**config.mk**
```make
export PLATFORM = sky130hd
export DESIGN_NAME = output_power_config
export DESIGN_NICKNAME = d
export VERILOG_FILES = /design/src/output_power_config_pkg.sv /design/src/output_power_config.sv /design/src/timing_code_insert.sv
export VERILOG_INCLUDE_DIRS = /design/src
export SDC_FILE = /design/constraint.sdc
export NUM_CORES = 1
export LEC_CHECK = 0
export BUFFER_PORTS_ARGS = -buffer_cell sky130_fd_sc_hd__buf_2
export CAP_MARGIN = 20
export CORE_MARGIN = 5
export CORE_UTILIZATION = 57
export DETAILED_ROUTE_END_ITERATION = 7
export PLACE_DENSITY_LB_ADDON = 0.05
export SLEW_MARGIN = 0
export SYNTH_ARGS = -nofsm -noshare
export SYNTH_HDL_FRONTEND = slang
export SYNTH_SLANG_ARGS = --single-unit
export TNS_END_PERCENT = 5
```
**constraint.sdc**
```tcl
create_clock -name CLK_SYS -period 2.6 [get_ports CLK_SYS]
set_input_delay 0.39 -clock CLK_SYS [delete_from_list [all_inputs] [get_ports CLK_SYS]]
set_output_delay 0.39 -clock CLK_SYS [all_outputs]
set_load 0.02 [all_outputs]
```
**src/output_power_config_map.svh**
```systemverilog
// register offsets, field positions, reset values and counts of the output/power settings
`ifndef OUTPUT_POWER_CONFIG_MAP_SVH
`define OUTPUT_POWER_CONFIG_MAP_SVH

// ****************************************
// register offsets
// ****************************************
`define OUT_ENABLE_ADDR 8'h25
`define TRI_POWER_ADDR 8'h26
`define AUTO_CLOCK_ADDR 8'h27

// ****************************************
// reset values
// ****************************************
`define OUT_ENABLE_RESET 8'h72
`define TRI_POWER_RESET 8'h08
`define AUTO_CLOCK_RESET 8'h80
`define READ_IDLE 8'h00

// ****************************************
// field positions
// ****************************************
`define MODE_HI 3
`define MODE_LO 2
`define PRI_EN_BIT 1
`define SEC_EN_BIT 0
`define PIX_TRI_BIT 7
`define SOG_TRI_BIT 6
`define SPDIF_TRI_BIT 5
`define I2S_TRI_BIT 4
`define PD_POL_BIT 3
`define PD_FN_HI 2
`define PD_FN_LO 1
`define SW_PD_BIT 0
`define AUTO_PD_BIT 7
`define PROT_LSB_BIT 6
`define MCLK_EXT_BIT 5
`define EMB_SYNC_BIT 4

// ****************************************
// timing code words
// ****************************************
`define CODE_LEN 4
`define CODE_LAST 2'h3
`define CODE_XY_W 8

`endif

```
**src/output_power_config_pkg.sv**
```systemverilog
// types shared by the output/power settings block
package output_power_config_pkg;

  typedef enum logic [1:0] {
    MODE_444 = 2'h0,
    MODE_422_DDR = 2'h1,
    MODE_DDR444 = 2'h2,
    MODE_422_WIDE = 2'h3
  } out_mode_t;

  typedef enum logic [1:0] {
    PD_FN_POWER = 2'h0,
    PD_FN_POWER_SOG = 2'h1,
    PD_FN_TRI = 2'h2,
    PD_FN_TRI_SOG = 2'h3
  } pd_fn_t;

  // gray order along idle, start code, active, end code
  typedef enum logic [1:0] {
    INS_IDLE = 2'h0,
    INS_SAV = 2'h1,
    INS_ACT = 2'h3,
    INS_EAV = 2'h2
  } ins_state_t;

endpackage : output_power_config_pkg

```
**src/output_power_config.sv**
```systemverilog
// output, three-state and power control settings with pixel output routing
`timescale 1ns/10ps
`include "output_power_config_map.svh"

module output_power_config #(
  parameter int CH_W = 12
) (
  // clock and reset
  input wire logic CLK_SYS,
  input wire logic RST_N,
  // register port of the serial control bus
  input wire logic [7:0] REG_ADDR,
  input wire logic [7:0] REG_WDATA,
  input wire logic REG_WR,
  input wire logic REG_RD,
  output logic [7:0] REG_RDATA,
  // pins and status in
  input wire logic PD_PIN,
  input wire logic IDLE_DETECT,
  // pixel stream in
  input wire logic VID_DE,
  input wire logic VID_FIELD,
  input wire logic VID_VBLANK,
  input wire logic [3*CH_W-1:0] VID_DATA,
  // pixel outputs
  output logic [3*CH_W-1:0] PIX_MAIN,
  output logic PIX_MAIN_OE_N,
  output logic [CH_W-1:0] PIX_SEC,
  output logic PIX_SEC_OE_N,
  output logic PIX_DE,
  // other output enables
  output logic SOG_OE_N,
  output logic SPDIF_OE_N,
  output logic I2S_OE_N,
  output logic MCLK_OE_N,
  // power, address and audio control
  output logic POWER_DOWN,
  output logic LOW_POWER,
  output logic PROT_ADDR_LSB,
  output logic MCLK_USE_EXT
);

  if (CH_W < `CODE_XY_W || CH_W % 2 != 0) begin : g_width_check
    $error("channel width must be even and at least 8");
  end

  // ****************************************
  // registers
  // ****************************************
  logic [7:0] out_en_ff;
  logic [7:0] tri_pwr_ff;
  logic [7:0] auto_clk_ff;

  always_ff @(posedge CLK_SYS or negedge RST_N) begin
    if (!RST_N) begin
      out_en_ff <= `OUT_ENABLE_RESET;
      tri_pwr_ff <= `TRI_POWER_RESET;
      auto_clk_ff <= `AUTO_CLOCK_RESET;
    end else if (REG_WR) begin
      case (REG_ADDR)
        `OUT_ENABLE_ADDR: out_en_ff <= REG_WDATA;
        `TRI_POWER_ADDR: tri_pwr_ff <= REG_WDATA;
        `AUTO_CLOCK_ADDR: auto_clk_ff <= REG_WDATA;
        default: ;
      endcase
    end
  end

  // unmapped addresses read as zero
  always_ff @(posedge CLK_SYS or negedge RST_N) begin
    if (!RST_N) begin
      REG_RDATA <= `READ_IDLE;
    end else if (REG_RD) begin
      case (REG_ADDR)
        `OUT_ENABLE_ADDR: REG_RDATA <= out_en_ff;
        `TRI_POWER_ADDR: REG_RDATA <= tri_pwr_ff;
        `AUTO_CLOCK_ADDR: REG_RDATA <= auto_clk_ff;
        default: REG_RDATA <= `READ_IDLE;
      endcase
    end
  end

  // ****************************************
  // power-down pin
  // ****************************************
  logic pd_meta_ff;
  logic pd_sync_ff;
  always_ff @(posedge CLK_SYS or negedge RST_N) begin
    if (!RST_N) begin
      pd_meta_ff <= 1'b0;
      pd_sync_ff <= 1'b0;
    end else begin
      pd_meta_ff <= PD_PIN;
      pd_sync_ff <= pd_meta_ff;
    end
  end

  output_power_config_pkg::pd_fn_t pd_fn;
  output_power_config_pkg::out_mode_t mode;
  logic pin_act;
  logic pin_pd;
  logic pin_tri_pix;
  logic pin_tri_sog;
  logic pix_tri;
  logic sec_mode;
  assign pd_fn = output_power_config_pkg::pd_fn_t'(tri_pwr_ff[`PD_FN_HI:`PD_FN_LO]);
  assign mode = output_power_config_pkg::out_mode_t'(out_en_ff[`MODE_HI:`MODE_LO]);
  assign pin_act = pd_sync_ff == tri_pwr_ff[`PD_POL_BIT];
  assign pin_pd = pin_act && (pd_fn == output_power_config_pkg::PD_FN_POWER ||
                              pd_fn == output_power_config_pkg::PD_FN_POWER_SOG);
  assign pin_tri_pix = pin_act && (pd_fn == output_power_config_pkg::PD_FN_TRI ||
                                   pd_fn == output_power_config_pkg::PD_FN_TRI_SOG);
  assign pin_tri_sog = pin_act && (pd_fn == output_power_config_pkg::PD_FN_POWER_SOG ||
                                   pd_fn == output_power_config_pkg::PD_FN_TRI_SOG);
  assign pix_tri = tri_pwr_ff[`PIX_TRI_BIT] || pin_tri_pix;
  assign sec_mode = mode == output_power_config_pkg::MODE_422_DDR ||
                    mode == output_power_config_pkg::MODE_DDR444;

  // ****************************************
  // output enables and power state
  // ****************************************
  always_ff @(posedge CLK_SYS or negedge RST_N) begin
    if (!RST_N) begin
      PIX_MAIN_OE_N <= 1'b1;
      PIX_SEC_OE_N <= 1'b1;
      SOG_OE_N <= 1'b1;
      SPDIF_OE_N <= 1'b1;
      I2S_OE_N <= 1'b1;
      MCLK_OE_N <= 1'b1;
    end else begin
      PIX_MAIN_OE_N <= !out_en_ff[`PRI_EN_BIT] || pix_tri;
      PIX_SEC_OE_N <= !out_en_ff[`SEC_EN_BIT] || !sec_mode || pix_tri;
      SOG_OE_N <= tri_pwr_ff[`SOG_TRI_BIT] || pin_tri_sog;
      SPDIF_OE_N <= tri_pwr_ff[`SPDIF_TRI_BIT];
      I2S_OE_N <= tri_pwr_ff[`I2S_TRI_BIT];
      MCLK_OE_N <= tri_pwr_ff[`I2S_TRI_BIT];
    end
  end

  // master clock choice only steers the audio block's source select; the audio
  // path slips samples on mismatch, so the output stays driven either way
  always_ff @(posedge CLK_SYS or negedge RST_N) begin
    if (!RST_N) begin
      POWER_DOWN <= 1'b0;
      LOW_POWER <= 1'b0;
      PROT_ADDR_LSB <= 1'b0;
      MCLK_USE_EXT <= 1'b0;
    end else begin
      POWER_DOWN <= tri_pwr_ff[`SW_PD_BIT] || pin_pd;
      LOW_POWER <= auto_clk_ff[`AUTO_PD_BIT] && IDLE_DETECT;
      PROT_ADDR_LSB <= auto_clk_ff[`PROT_LSB_BIT];
      MCLK_USE_EXT <= auto_clk_ff[`MCLK_EXT_BIT];
    end
  end

  // ****************************************
  // pixel routing
  // ****************************************
  logic ins_de;
  logic [3*CH_W-1:0] ins_data;

  timing_code_insert #(.CH_W(CH_W)) u_codes (
    .clk(CLK_SYS),
    .rst_n(RST_N),
    .enable(auto_clk_ff[`EMB_SYNC_BIT]),
    .de_in(VID_DE),
    .field_in(VID_FIELD),
    .vblank_in(VID_VBLANK),
    .data_in(VID_DATA),
    .de_out(ins_de),
    .data_out(ins_data)
  );

  localparam int HW = CH_W / 2;
  logic [CH_W-1:0] ch_r;
  logic [CH_W-1:0] ch_g;
  logic [CH_W-1:0] ch_b;
  logic [CH_W-1:0] chroma;
  logic phase_ff;
  assign ch_r = ins_data[3*CH_W-1:2*CH_W];
  assign ch_g = ins_data[2*CH_W-1:CH_W];
  assign ch_b = ins_data[CH_W-1:0];
  assign chroma = phase_ff ? ch_r : ch_b;

  // picks the upper or lower half of a channel for double rate transfer
  function automatic logic [HW-1:0] half(input logic [CH_W-1:0] ch, input logic hi);
    half = hi ? ch[CH_W-1:HW] : ch[HW-1:0];
  endfunction : half

  // phase restarts on each line so chroma order stays aligned to the first pixel
  always_ff @(posedge CLK_SYS or negedge RST_N) begin
    if (!RST_N) phase_ff <= 1'b0;
    else phase_ff <= ins_de ? !phase_ff : 1'b0;
  end

  // double rate lanes are carried as alternating words at the system rate
  always_ff @(posedge CLK_SYS or negedge RST_N) begin
    if (!RST_N) begin
      PIX_MAIN <= '0;
      PIX_SEC <= '0;
      PIX_DE <= 1'b0;
    end else begin
      PIX_DE <= ins_de;
      case (mode)
        output_power_config_pkg::MODE_444: begin
          PIX_MAIN <= ins_data;
          PIX_SEC <= '0;
        end
        output_power_config_pkg::MODE_422_DDR: begin
          PIX_MAIN <= {ch_g, chroma, {CH_W{1'b0}}};
          PIX_SEC <= phase_ff ? chroma : ch_g;
        end
        output_power_config_pkg::MODE_DDR444: begin
          PIX_MAIN <= {{(3*HW){1'b0}}, half(ch_r, phase_ff), half(ch_g, phase_ff),
                       half(ch_b, phase_ff)};
          PIX_SEC <= phase_ff ? chroma : ch_g;
        end
        default: begin
          PIX_MAIN <= {{CH_W{1'b0}}, ch_g, chroma};
          PIX_SEC <= '0;
        end
      endcase
    end
  end
endmodule : output_power_config

```
**src/timing_code_insert.sv**
```systemverilog
// inserts start/end of active video timing codes into a delayed pixel stream
`timescale 1ns/10ps
`include "output_power_config_map.svh"

module timing_code_insert #(
  parameter int CH_W = 12
) (
  // clock and reset
  input wire logic clk,
  input wire logic rst_n,
  // control
  input wire logic enable,
  // pixel stream in
  input wire logic de_in,
  input wire logic field_in,
  input wire logic vblank_in,
  input wire logic [3*CH_W-1:0] data_in,
  // pixel stream out
  output logic de_out,
  output logic [3*CH_W-1:0] data_out
);

  localparam int LAT = `CODE_LEN;
  localparam int DW = 3 * CH_W + 3;

  if (CH_W < `CODE_XY_W) begin : g_width_check
    $error("channel narrower than a timing code");
  end

  // ****************************************
  // delay line, gives room for codes ahead of active video
  // ****************************************
  logic [DW-1:0] dly_ff [0:LAT-1];
  logic [1:0] cnt_ff;
  output_power_config_pkg::ins_state_t state_ff;

  always_ff @(posedge clk or negedge rst_n) begin
    if (!rst_n) begin
      for (int i = 0; i < LAT; i++) dly_ff[i] <= '0;
    end else begin
      dly_ff[0] <= {de_in, field_in, vblank_in, data_in};
      for (int i = 1; i < LAT; i++) dly_ff[i] <= dly_ff[i-1];
    end
  end

  logic tail_de;
  logic tail_f;
  logic tail_v;
  assign tail_de = dly_ff[LAT-1][DW-1];
  assign tail_f = dly_ff[LAT-1][DW-2];
  assign tail_v = dly_ff[LAT-1][DW-3];

  function automatic logic [CH_W-1:0] code_word(input logic [1:0] idx, input logic f,
                                                input logic v, input logic h);
    logic [`CODE_XY_W-1:0] xy;
    xy = {1'b1, f, v, h, v ^ h, f ^ h, f ^ v, f ^ v ^ h};
    case (idx)
      2'h0: code_word = '1;
      2'h1, 2'h2: code_word = '0;
      default: code_word = {xy, {(CH_W-`CODE_XY_W){1'b0}}};
    endcase
  endfunction : code_word

  // ****************************************
  // code sequencer
  // ****************************************
  logic sav_go;
  logic eav_go;
  logic in_code;
  logic is_eav;
  logic [1:0] idx;
  assign sav_go = enable && de_in && !dly_ff[0][DW-1] &&
                  state_ff == output_power_config_pkg::INS_IDLE;
  assign eav_go = enable && !tail_de && state_ff == output_power_config_pkg::INS_ACT;
  assign in_code = sav_go || eav_go || state_ff == output_power_config_pkg::INS_SAV ||
                   state_ff == output_power_config_pkg::INS_EAV;
  assign is_eav = eav_go || state_ff == output_power_config_pkg::INS_EAV;
  assign idx = (sav_go || eav_go) ? 2'h0 : cnt_ff;

  always_ff @(posedge clk or negedge rst_n) begin
    if (!rst_n) begin
      state_ff <= output_power_config_pkg::INS_IDLE;
      cnt_ff <= 2'h0;
    end else if (!enable) begin
      state_ff <= output_power_config_pkg::INS_IDLE;
      cnt_ff <= 2'h0;
    end else begin
      case (state_ff)
        output_power_config_pkg::INS_IDLE: begin
          if (sav_go) begin
            state_ff <= output_power_config_pkg::INS_SAV;
            cnt_ff <= 2'h1;
          end
        end
        output_power_config_pkg::INS_SAV: begin
          cnt_ff <= cnt_ff + 2'h1;
          if (cnt_ff == `CODE_LAST) state_ff <= output_power_config_pkg::INS_ACT;
        end
        output_power_config_pkg::INS_ACT: begin
          if (eav_go) begin
            state_ff <= output_power_config_pkg::INS_EAV;
            cnt_ff <= 2'h1;
          end
        end
        output_power_config_pkg::INS_EAV: begin
          cnt_ff <= cnt_ff + 2'h1;
          if (cnt_ff == `CODE_LAST) state_ff <= output_power_config_pkg::INS_IDLE;
        end
        default: state_ff <= output_power_config_pkg::INS_IDLE;
      endcase
    end
  end

  // codes replace all three lanes so either chroma lane can carry them
  always_ff @(posedge clk or negedge rst_n) begin
    if (!rst_n) begin
      de_out <= 1'b0;
      data_out <= '0;
    end else begin
      de_out <= tail_de;
      if (in_code) data_out <= {3{code_word(idx, tail_f, tail_v, is_eav)}};
      else data_out <= dly_ff[LAT-1][3*CH_W-1:0];
    end
  end
endmodule : timing_code_insert

```
* Yosys cells after proc, flatten, opt, wreduce, memory -nomap -nowiden
Index checks and enable logic that the tools add are counted.
** Operators by class
- Add/subtract/negate cells :: 1
- Equal/unequal tests :: 19
- Muxes and demuxes :: 21
- Bitwise gates (word level) :: 4
- Reduce and logical (&&, ||, !) cells :: 41
** Operators by type and width (count)
- case mux 36 bit (3 select lines) :: 1
- 2-to-1 mux 12 bit :: 3
- 2-to-1 mux 36 bit :: 1
- == test 8 x 6 -> 1 bit (second input constant) :: 3
- case mux 12 bit (2 select lines) :: 1
- case mux 8 bit (3 select lines) :: 1
- 2-to-1 mux 6 bit :: 3
- 2-to-1 mux 2 bit :: 8
- == test 2 bit (second input constant) :: 7
- logical OR 1 bit :: 14
- logical AND 1 bit :: 9
- == test 2 x 1 -> 1 bit (second input constant) :: 4
- zero test 2 bit :: 4
- case mux 2 bit (4 select lines) :: 1
- AND reduction 2 bit :: 4
- zero test 1 bit :: 6
- inequality test 3 x 2 -> 1 bit (second input constant) :: 2
- inequality test 3 bit (second input constant) :: 2
- case mux 2 bit (3 select lines) :: 1
- OR reduction 2 bit :: 3
- AND reduction 4 bit :: 1
- bitwise XOR 1 bit :: 4
- adder 2 x 1 -> 2 bit (second input constant) :: 1
- == test 1 bit :: 1
- 2-to-1 mux 1 bit :: 1
** Storage, ports and cells
- Bits in registers :: 290
- Input port bits :: 61
- Output and inout bits :: 67
- Logic and storage cells :: 113

* Logic depth before layout (Yosys ltp)
- Depth in word-level cells :: 9
- Mapped depth :: 12
- Depth with buffers taken out :: 11

* By module
Synthesis repeated with hierarchy kept, for this count alone.
** Unflattened totals
- Cells, all modules :: 624
- Area, all modules :: 9819.4 µm²
** Modules (own cells, without submodules)
- timing_code_insert :: times used 1, cells an instance 309, area an instance 5674.2 µm², sequential area each 4929.7 µm²
- output_power_config :: times used 1, cells an instance 315, area an instance 4145.2 µm², sequential area each 2341.0 µm²

* Worst setup path before layout
OpenSTA, ideal clock, no wires.
- Kind :: register to register
- Start :: register u_codes.state_ff[0]
- End :: register u_codes.data_out[16]
- Library setup time :: 0.064 ns
- Data arrival time :: 2.025 ns
- Required time :: 2.536 ns
- Setup slack :: 0.511 ns
- Cell stages (with the launch flop) :: 13
- Path buffers :: 1
- Period minus slack after synthesis :: 2.089 ns
- Cells stage by stage :: dfrtp_1 > inv_1 > ha_1 > nand4b_1 > and2_1 > nand2_1 > inv_1 > ha_1 > buf_2 > nand2b_1 > and3_1 > a211oi_2 > a21o_1
** Between the ends
- Longest elaborated chain between the ends :: 8
- Elaborated cells between the ends (all ways) :: 18
- Those cells by class :: eq/ne (5); mux (3); bitwise (1); reduce/logical (9)
** Ends and longest elaborated chain
- start: declaration :: RTL line timing_code_insert.sv:35 : output_power_config_pkg::ins_state_t state_ff;
- start signal: assignment :: RTL line timing_code_insert.sv:82 : state_ff <= output_power_config_pkg::INS_IDLE;
- start signal: assignment :: RTL line timing_code_insert.sv:85 : state_ff <= output_power_config_pkg::INS_IDLE;
- start signal: assignment :: RTL line timing_code_insert.sv:91 : state_ff <= output_power_config_pkg::INS_SAV;
- == test 2 bit / zero test 2 bit (equally long branches) :: RTL line timing_code_insert.sv:74, timing_code_insert.sv:73
- logical AND 1 bit, on equally long branches :: RTL line timing_code_insert.sv:74, timing_code_insert.sv:72
- logical OR 1 bit :: RTL line timing_code_insert.sv:75, timing_code_insert.sv:78
- 2-to-1 mux 2 bit :: RTL line timing_code_insert.sv:78 : assign idx = (sav_go || eav_go) ? 2'h0 : cnt_ff;
- == test 2 x 1 -> 1 bit / == test 2 bit (equally long branches) :: RTL line timing_code_insert.sv:57 : case (idx)
- OR reduction 2 bit :: RTL line timing_code_insert.sv:57
- case mux 12 bit (2 select lines) :: RTL line timing_code_insert.sv:57
- 2-to-1 mux 36 bit * :: RTL line timing_code_insert.sv:121 : if (in_code) data_out <= {3{code_word(idx, tail_f, tail_v, is_eav)}};
- end signal: assignment :: RTL line timing_code_insert.sv:121
- end signal: assignment :: RTL line timing_code_insert.sv:122 : else data_out <= dly_ff[LAT-1][3*CH_W-1:0];
- end: declaration :: RTL line timing_code_insert.sv:20 : output logic [3*CH_W-1:0] data_out
Every way passes the cells marked *; elsewhere a longest branch is shown, timed or not.
A chain may end at the register's enable or synchronous reset.

* Worst setup path in the final report
Ends and elaborated chain as after synthesis.

==> metrics <==
gr ovfl total 0; syn avg cell area 14.7 sq um; P_leak 5.82 nW; Slew Limit Fails 0; WL/cell 18.0 microns; CP required 3.07 ns; fmax 0.413 GHz; Slew @ Worst Pin 0.711 ns; number of global-route vias before repair 6133; top_reg_cell synth dfrtp_1; final worst path period share 93.1%; number of synthesized flops with an enable pin 0; PortBufs 127; Tmin final 2.42 ns; first-pass GRT wire length 32600 microns; area grow syn2layout 23.0%; setup bufs post-CTS 0; routed via count 5640; nets@finish 916; FF+latch area 0.00727 sq mm; gpl congestion 0.878; Max H-tree Level 1; Worst-Skew Late Latency 0.53 ns; Area contributors post-synth dfrtp_1 (72%), dfstp_2 (3.0%), mux2_4 (2.5%); Synthesis Warnings 0; commonest non-fill, non-tap cell in the layout dfrtp_1; DRC errors left 0; placed instance count 993; CTS Sinks 290; pin count of the biggest net entering global routing 83; share of the synthesized area in the top cell type 71.5%; Slew headroom 52.6%; total power 9.43 mW; status finished clean; Core Area 0.0167 sq mm; Die ar. 0.0198 sq mm; Clock Pin Slew Worst Setup and Hold Paths 0.06 ns; cell area after synthesis 0.00976 sq mm; hpwl dp 12600 microns; Max VDD drop 0.806 mV; diodes inserted 0; initial core utilization 58.5%; final WL 19600 microns; Finished Core Util 71.9%; maximum fanout along the worst path 9; worst setup path class reg2reg; CTS tree built; Synth cell types 49; Cell Rows 47; crit end category flip-flop; sequential area share after synthesis 74.5%; Iter 0 DRT Violations 382; TritonRoute pass-1 iters 4; crit path DAT 2.89 ns; Post-Syn Instances 664; Startpoint Class flip-flop; largest area contributor in the netlist dfrtp_1; Clock Skews 0.00695 ns; share of cells above drive strength 1 26.2%; Final ANT Viol Nets 0; Max clock buf depth 3; TritonCTS Buffers 28; Final Hold Fails 0; Synth async-reset ratio 100%; placed cell area 0.0107 sq mm; Design Area, Final 0.0120 sq mm; commonest non-fill, non-tap cells in the layout dfrtp_1 (279), buf_2 (126), nand2_1 (44), dlygate4sd3_1 (41), inv_1 (29); Post-Syn Nets 736; initial antenna violation count 0; RSZ-0062 raised after global routing no; setup TNS 0 ns; #FFs+latches synth 290; vias per cell 5.20; Hold Crit Class in2reg; Die Y 141 microns; Die X 141 microns; root buf cell clkbuf_16; Non-Filler Instances 1085; I/O pins 128; Fill cells 1123; PwrDens 786 mW/mm^2; Setup Viol. Count Final 0; GRT Util Overall 20.6%; area of the multi-input gates 0.00224 sq mm; Max-Cap Viols 0
[routing by layer]
metal	up-vias	wire length, microns	GRT usage [%]	part of all wire, %
met2	174	9550	33.9	49
met3	29	1210	3.73	6.2
met1	2838	8460	29.4	43
met5	-	0	0	0
met4	0	359	4.28	1.8
li1	2599	-	-	-
[state kept, by name (all words and copies together), names as in the netlist, 2 cells and up]
name              cells
u_codes.dly_ff      156
PIX_MAIN             36
u_codes.data_out     36
PIX_SEC              12
REG_RDATA             8
auto_clk_ff           8
out_en_ff             8
tri_pwr_ff            8
u_codes.cnt_ff        2
u_codes.state_ff      2
[cell families (layout without fill, tap and decap cells)]
| kind of cell | Yosys count | in the layout | synth area share, % |
|---|---|---|---|
| buffers and inverters | 60 | 261 | 2.67 |
| DFF | 290 | 290 | 74.5 |
| AOI/OAI and AO/OA | 146 | 146 | 10.3 |
| xor gates and xnor gates | 2 | 2 | 0.179 |
| muxes | 36 | 36 | 4.69 |
| adders and majority gates | 11 | 11 | 1.41 |
| and+or+nand+nor | 119 | 119 | 6.28 |
[power by group]
group          internal (mW)  total, mW  switching, mW  leakage (nW)
clock network           2.22       3.83           1.61         0.445
registers               4.77       4.89          0.121          3.47
logic                  0.291      0.710          0.419          1.91
[through the flow]
step	setup slack, ns	hold slack, ns
6_report	0.179	0.0773
4_1_cts	0.0317	0.0584
3_3_place_gp	0.173	0.332
5_1_grt	0.00493	0.0576
2_1_floorplan	0.511	0.0944
3_5_place_dp	0.0417	0.335
[Yosys cell counts (2+ instances only)]
master,instances
mux2_2,9
a22oi_1,8
o211ai_1,2
a21o_1,17
nor2_1,23
a21oi_1,26
buf_4,2
o22ai_1,8
a221o_1,6
clkbuf_1,14
and2_1,3
buf_2,13
nand4b_1,2
nand2_1,44
o21a_1,13
nand3_1,6
ha_1,11
mux2i_1,6
nor2b_1,6
inv_1,29
nand2b_1,21
a211oi_1,2
a32oi_1,2
dfrtp_1,279
a21boi_0,12
mux2_4,16
mux2_1,5
dfstp_2,11
o21ai_0,27
a22o_1,18
and3_1,5
[final cells by class]
class	instances	area share [%]
Clock buffer	42	6.94
Clock inverter	9	0.625
Tap cell	220	2.29
Inverter	29	0.906
Timing Repair Buffer	181	10.0
Sequential cell	290	60.5
Multi-Input combinational cell	314	18.7
[what timing repair did]
action	4_1_cts	5_1_grt
resized for setup	0	2
endpoints found under the setup margin	0	3
hold endpoints to repair	117	0
hold buffers	41	0
[critical path, stage by stage, from the launching register on]
cell	delay (ns)
dfrtp_1	0.40
inv_1	0.08
ha_1	0.23
nand4b_1	0.14
and2_1	0.15
nand2_1	0.07
inv_1	0.07
ha_2	0.28
nand4b_1	0.23
and3_1	0.27
a211oi_4	0.32
a21o_1	0.13
[final timing paths]
kind | from | to | slack [ns] | depth (start not counted)
hold / removal | IDLE_DETECT | LOW_POWER$_DFF_PN0_ | 0.08 | 2
max in group asynchronous | RST_N | MCLK_OE_N$_DFF_PN1_ | 1.35 | 3
min in group asynchronous | RST_N | u_codes.dly_ff[12]$_DFF_PN0_ | 0.42 | 2
setup / recovery | u_codes.state_ff[0]$_DFFE_PN0P_ | u_codes.data_out[16]$_DFF_PN0_ | 0.18 | 11
setup reg to reg | u_codes.state_ff[0]$_DFFE_PN0P_ | u_codes.data_out[16]$_DFF_PN0_ | 0.18 | 11
hold reg to reg | u_codes.dly_ff[70]$_DFF_PN0_ | u_codes.dly_ff[31]$_DFF_PN0_ | 0.35 | 0
(Power assumes the default switching activity.)
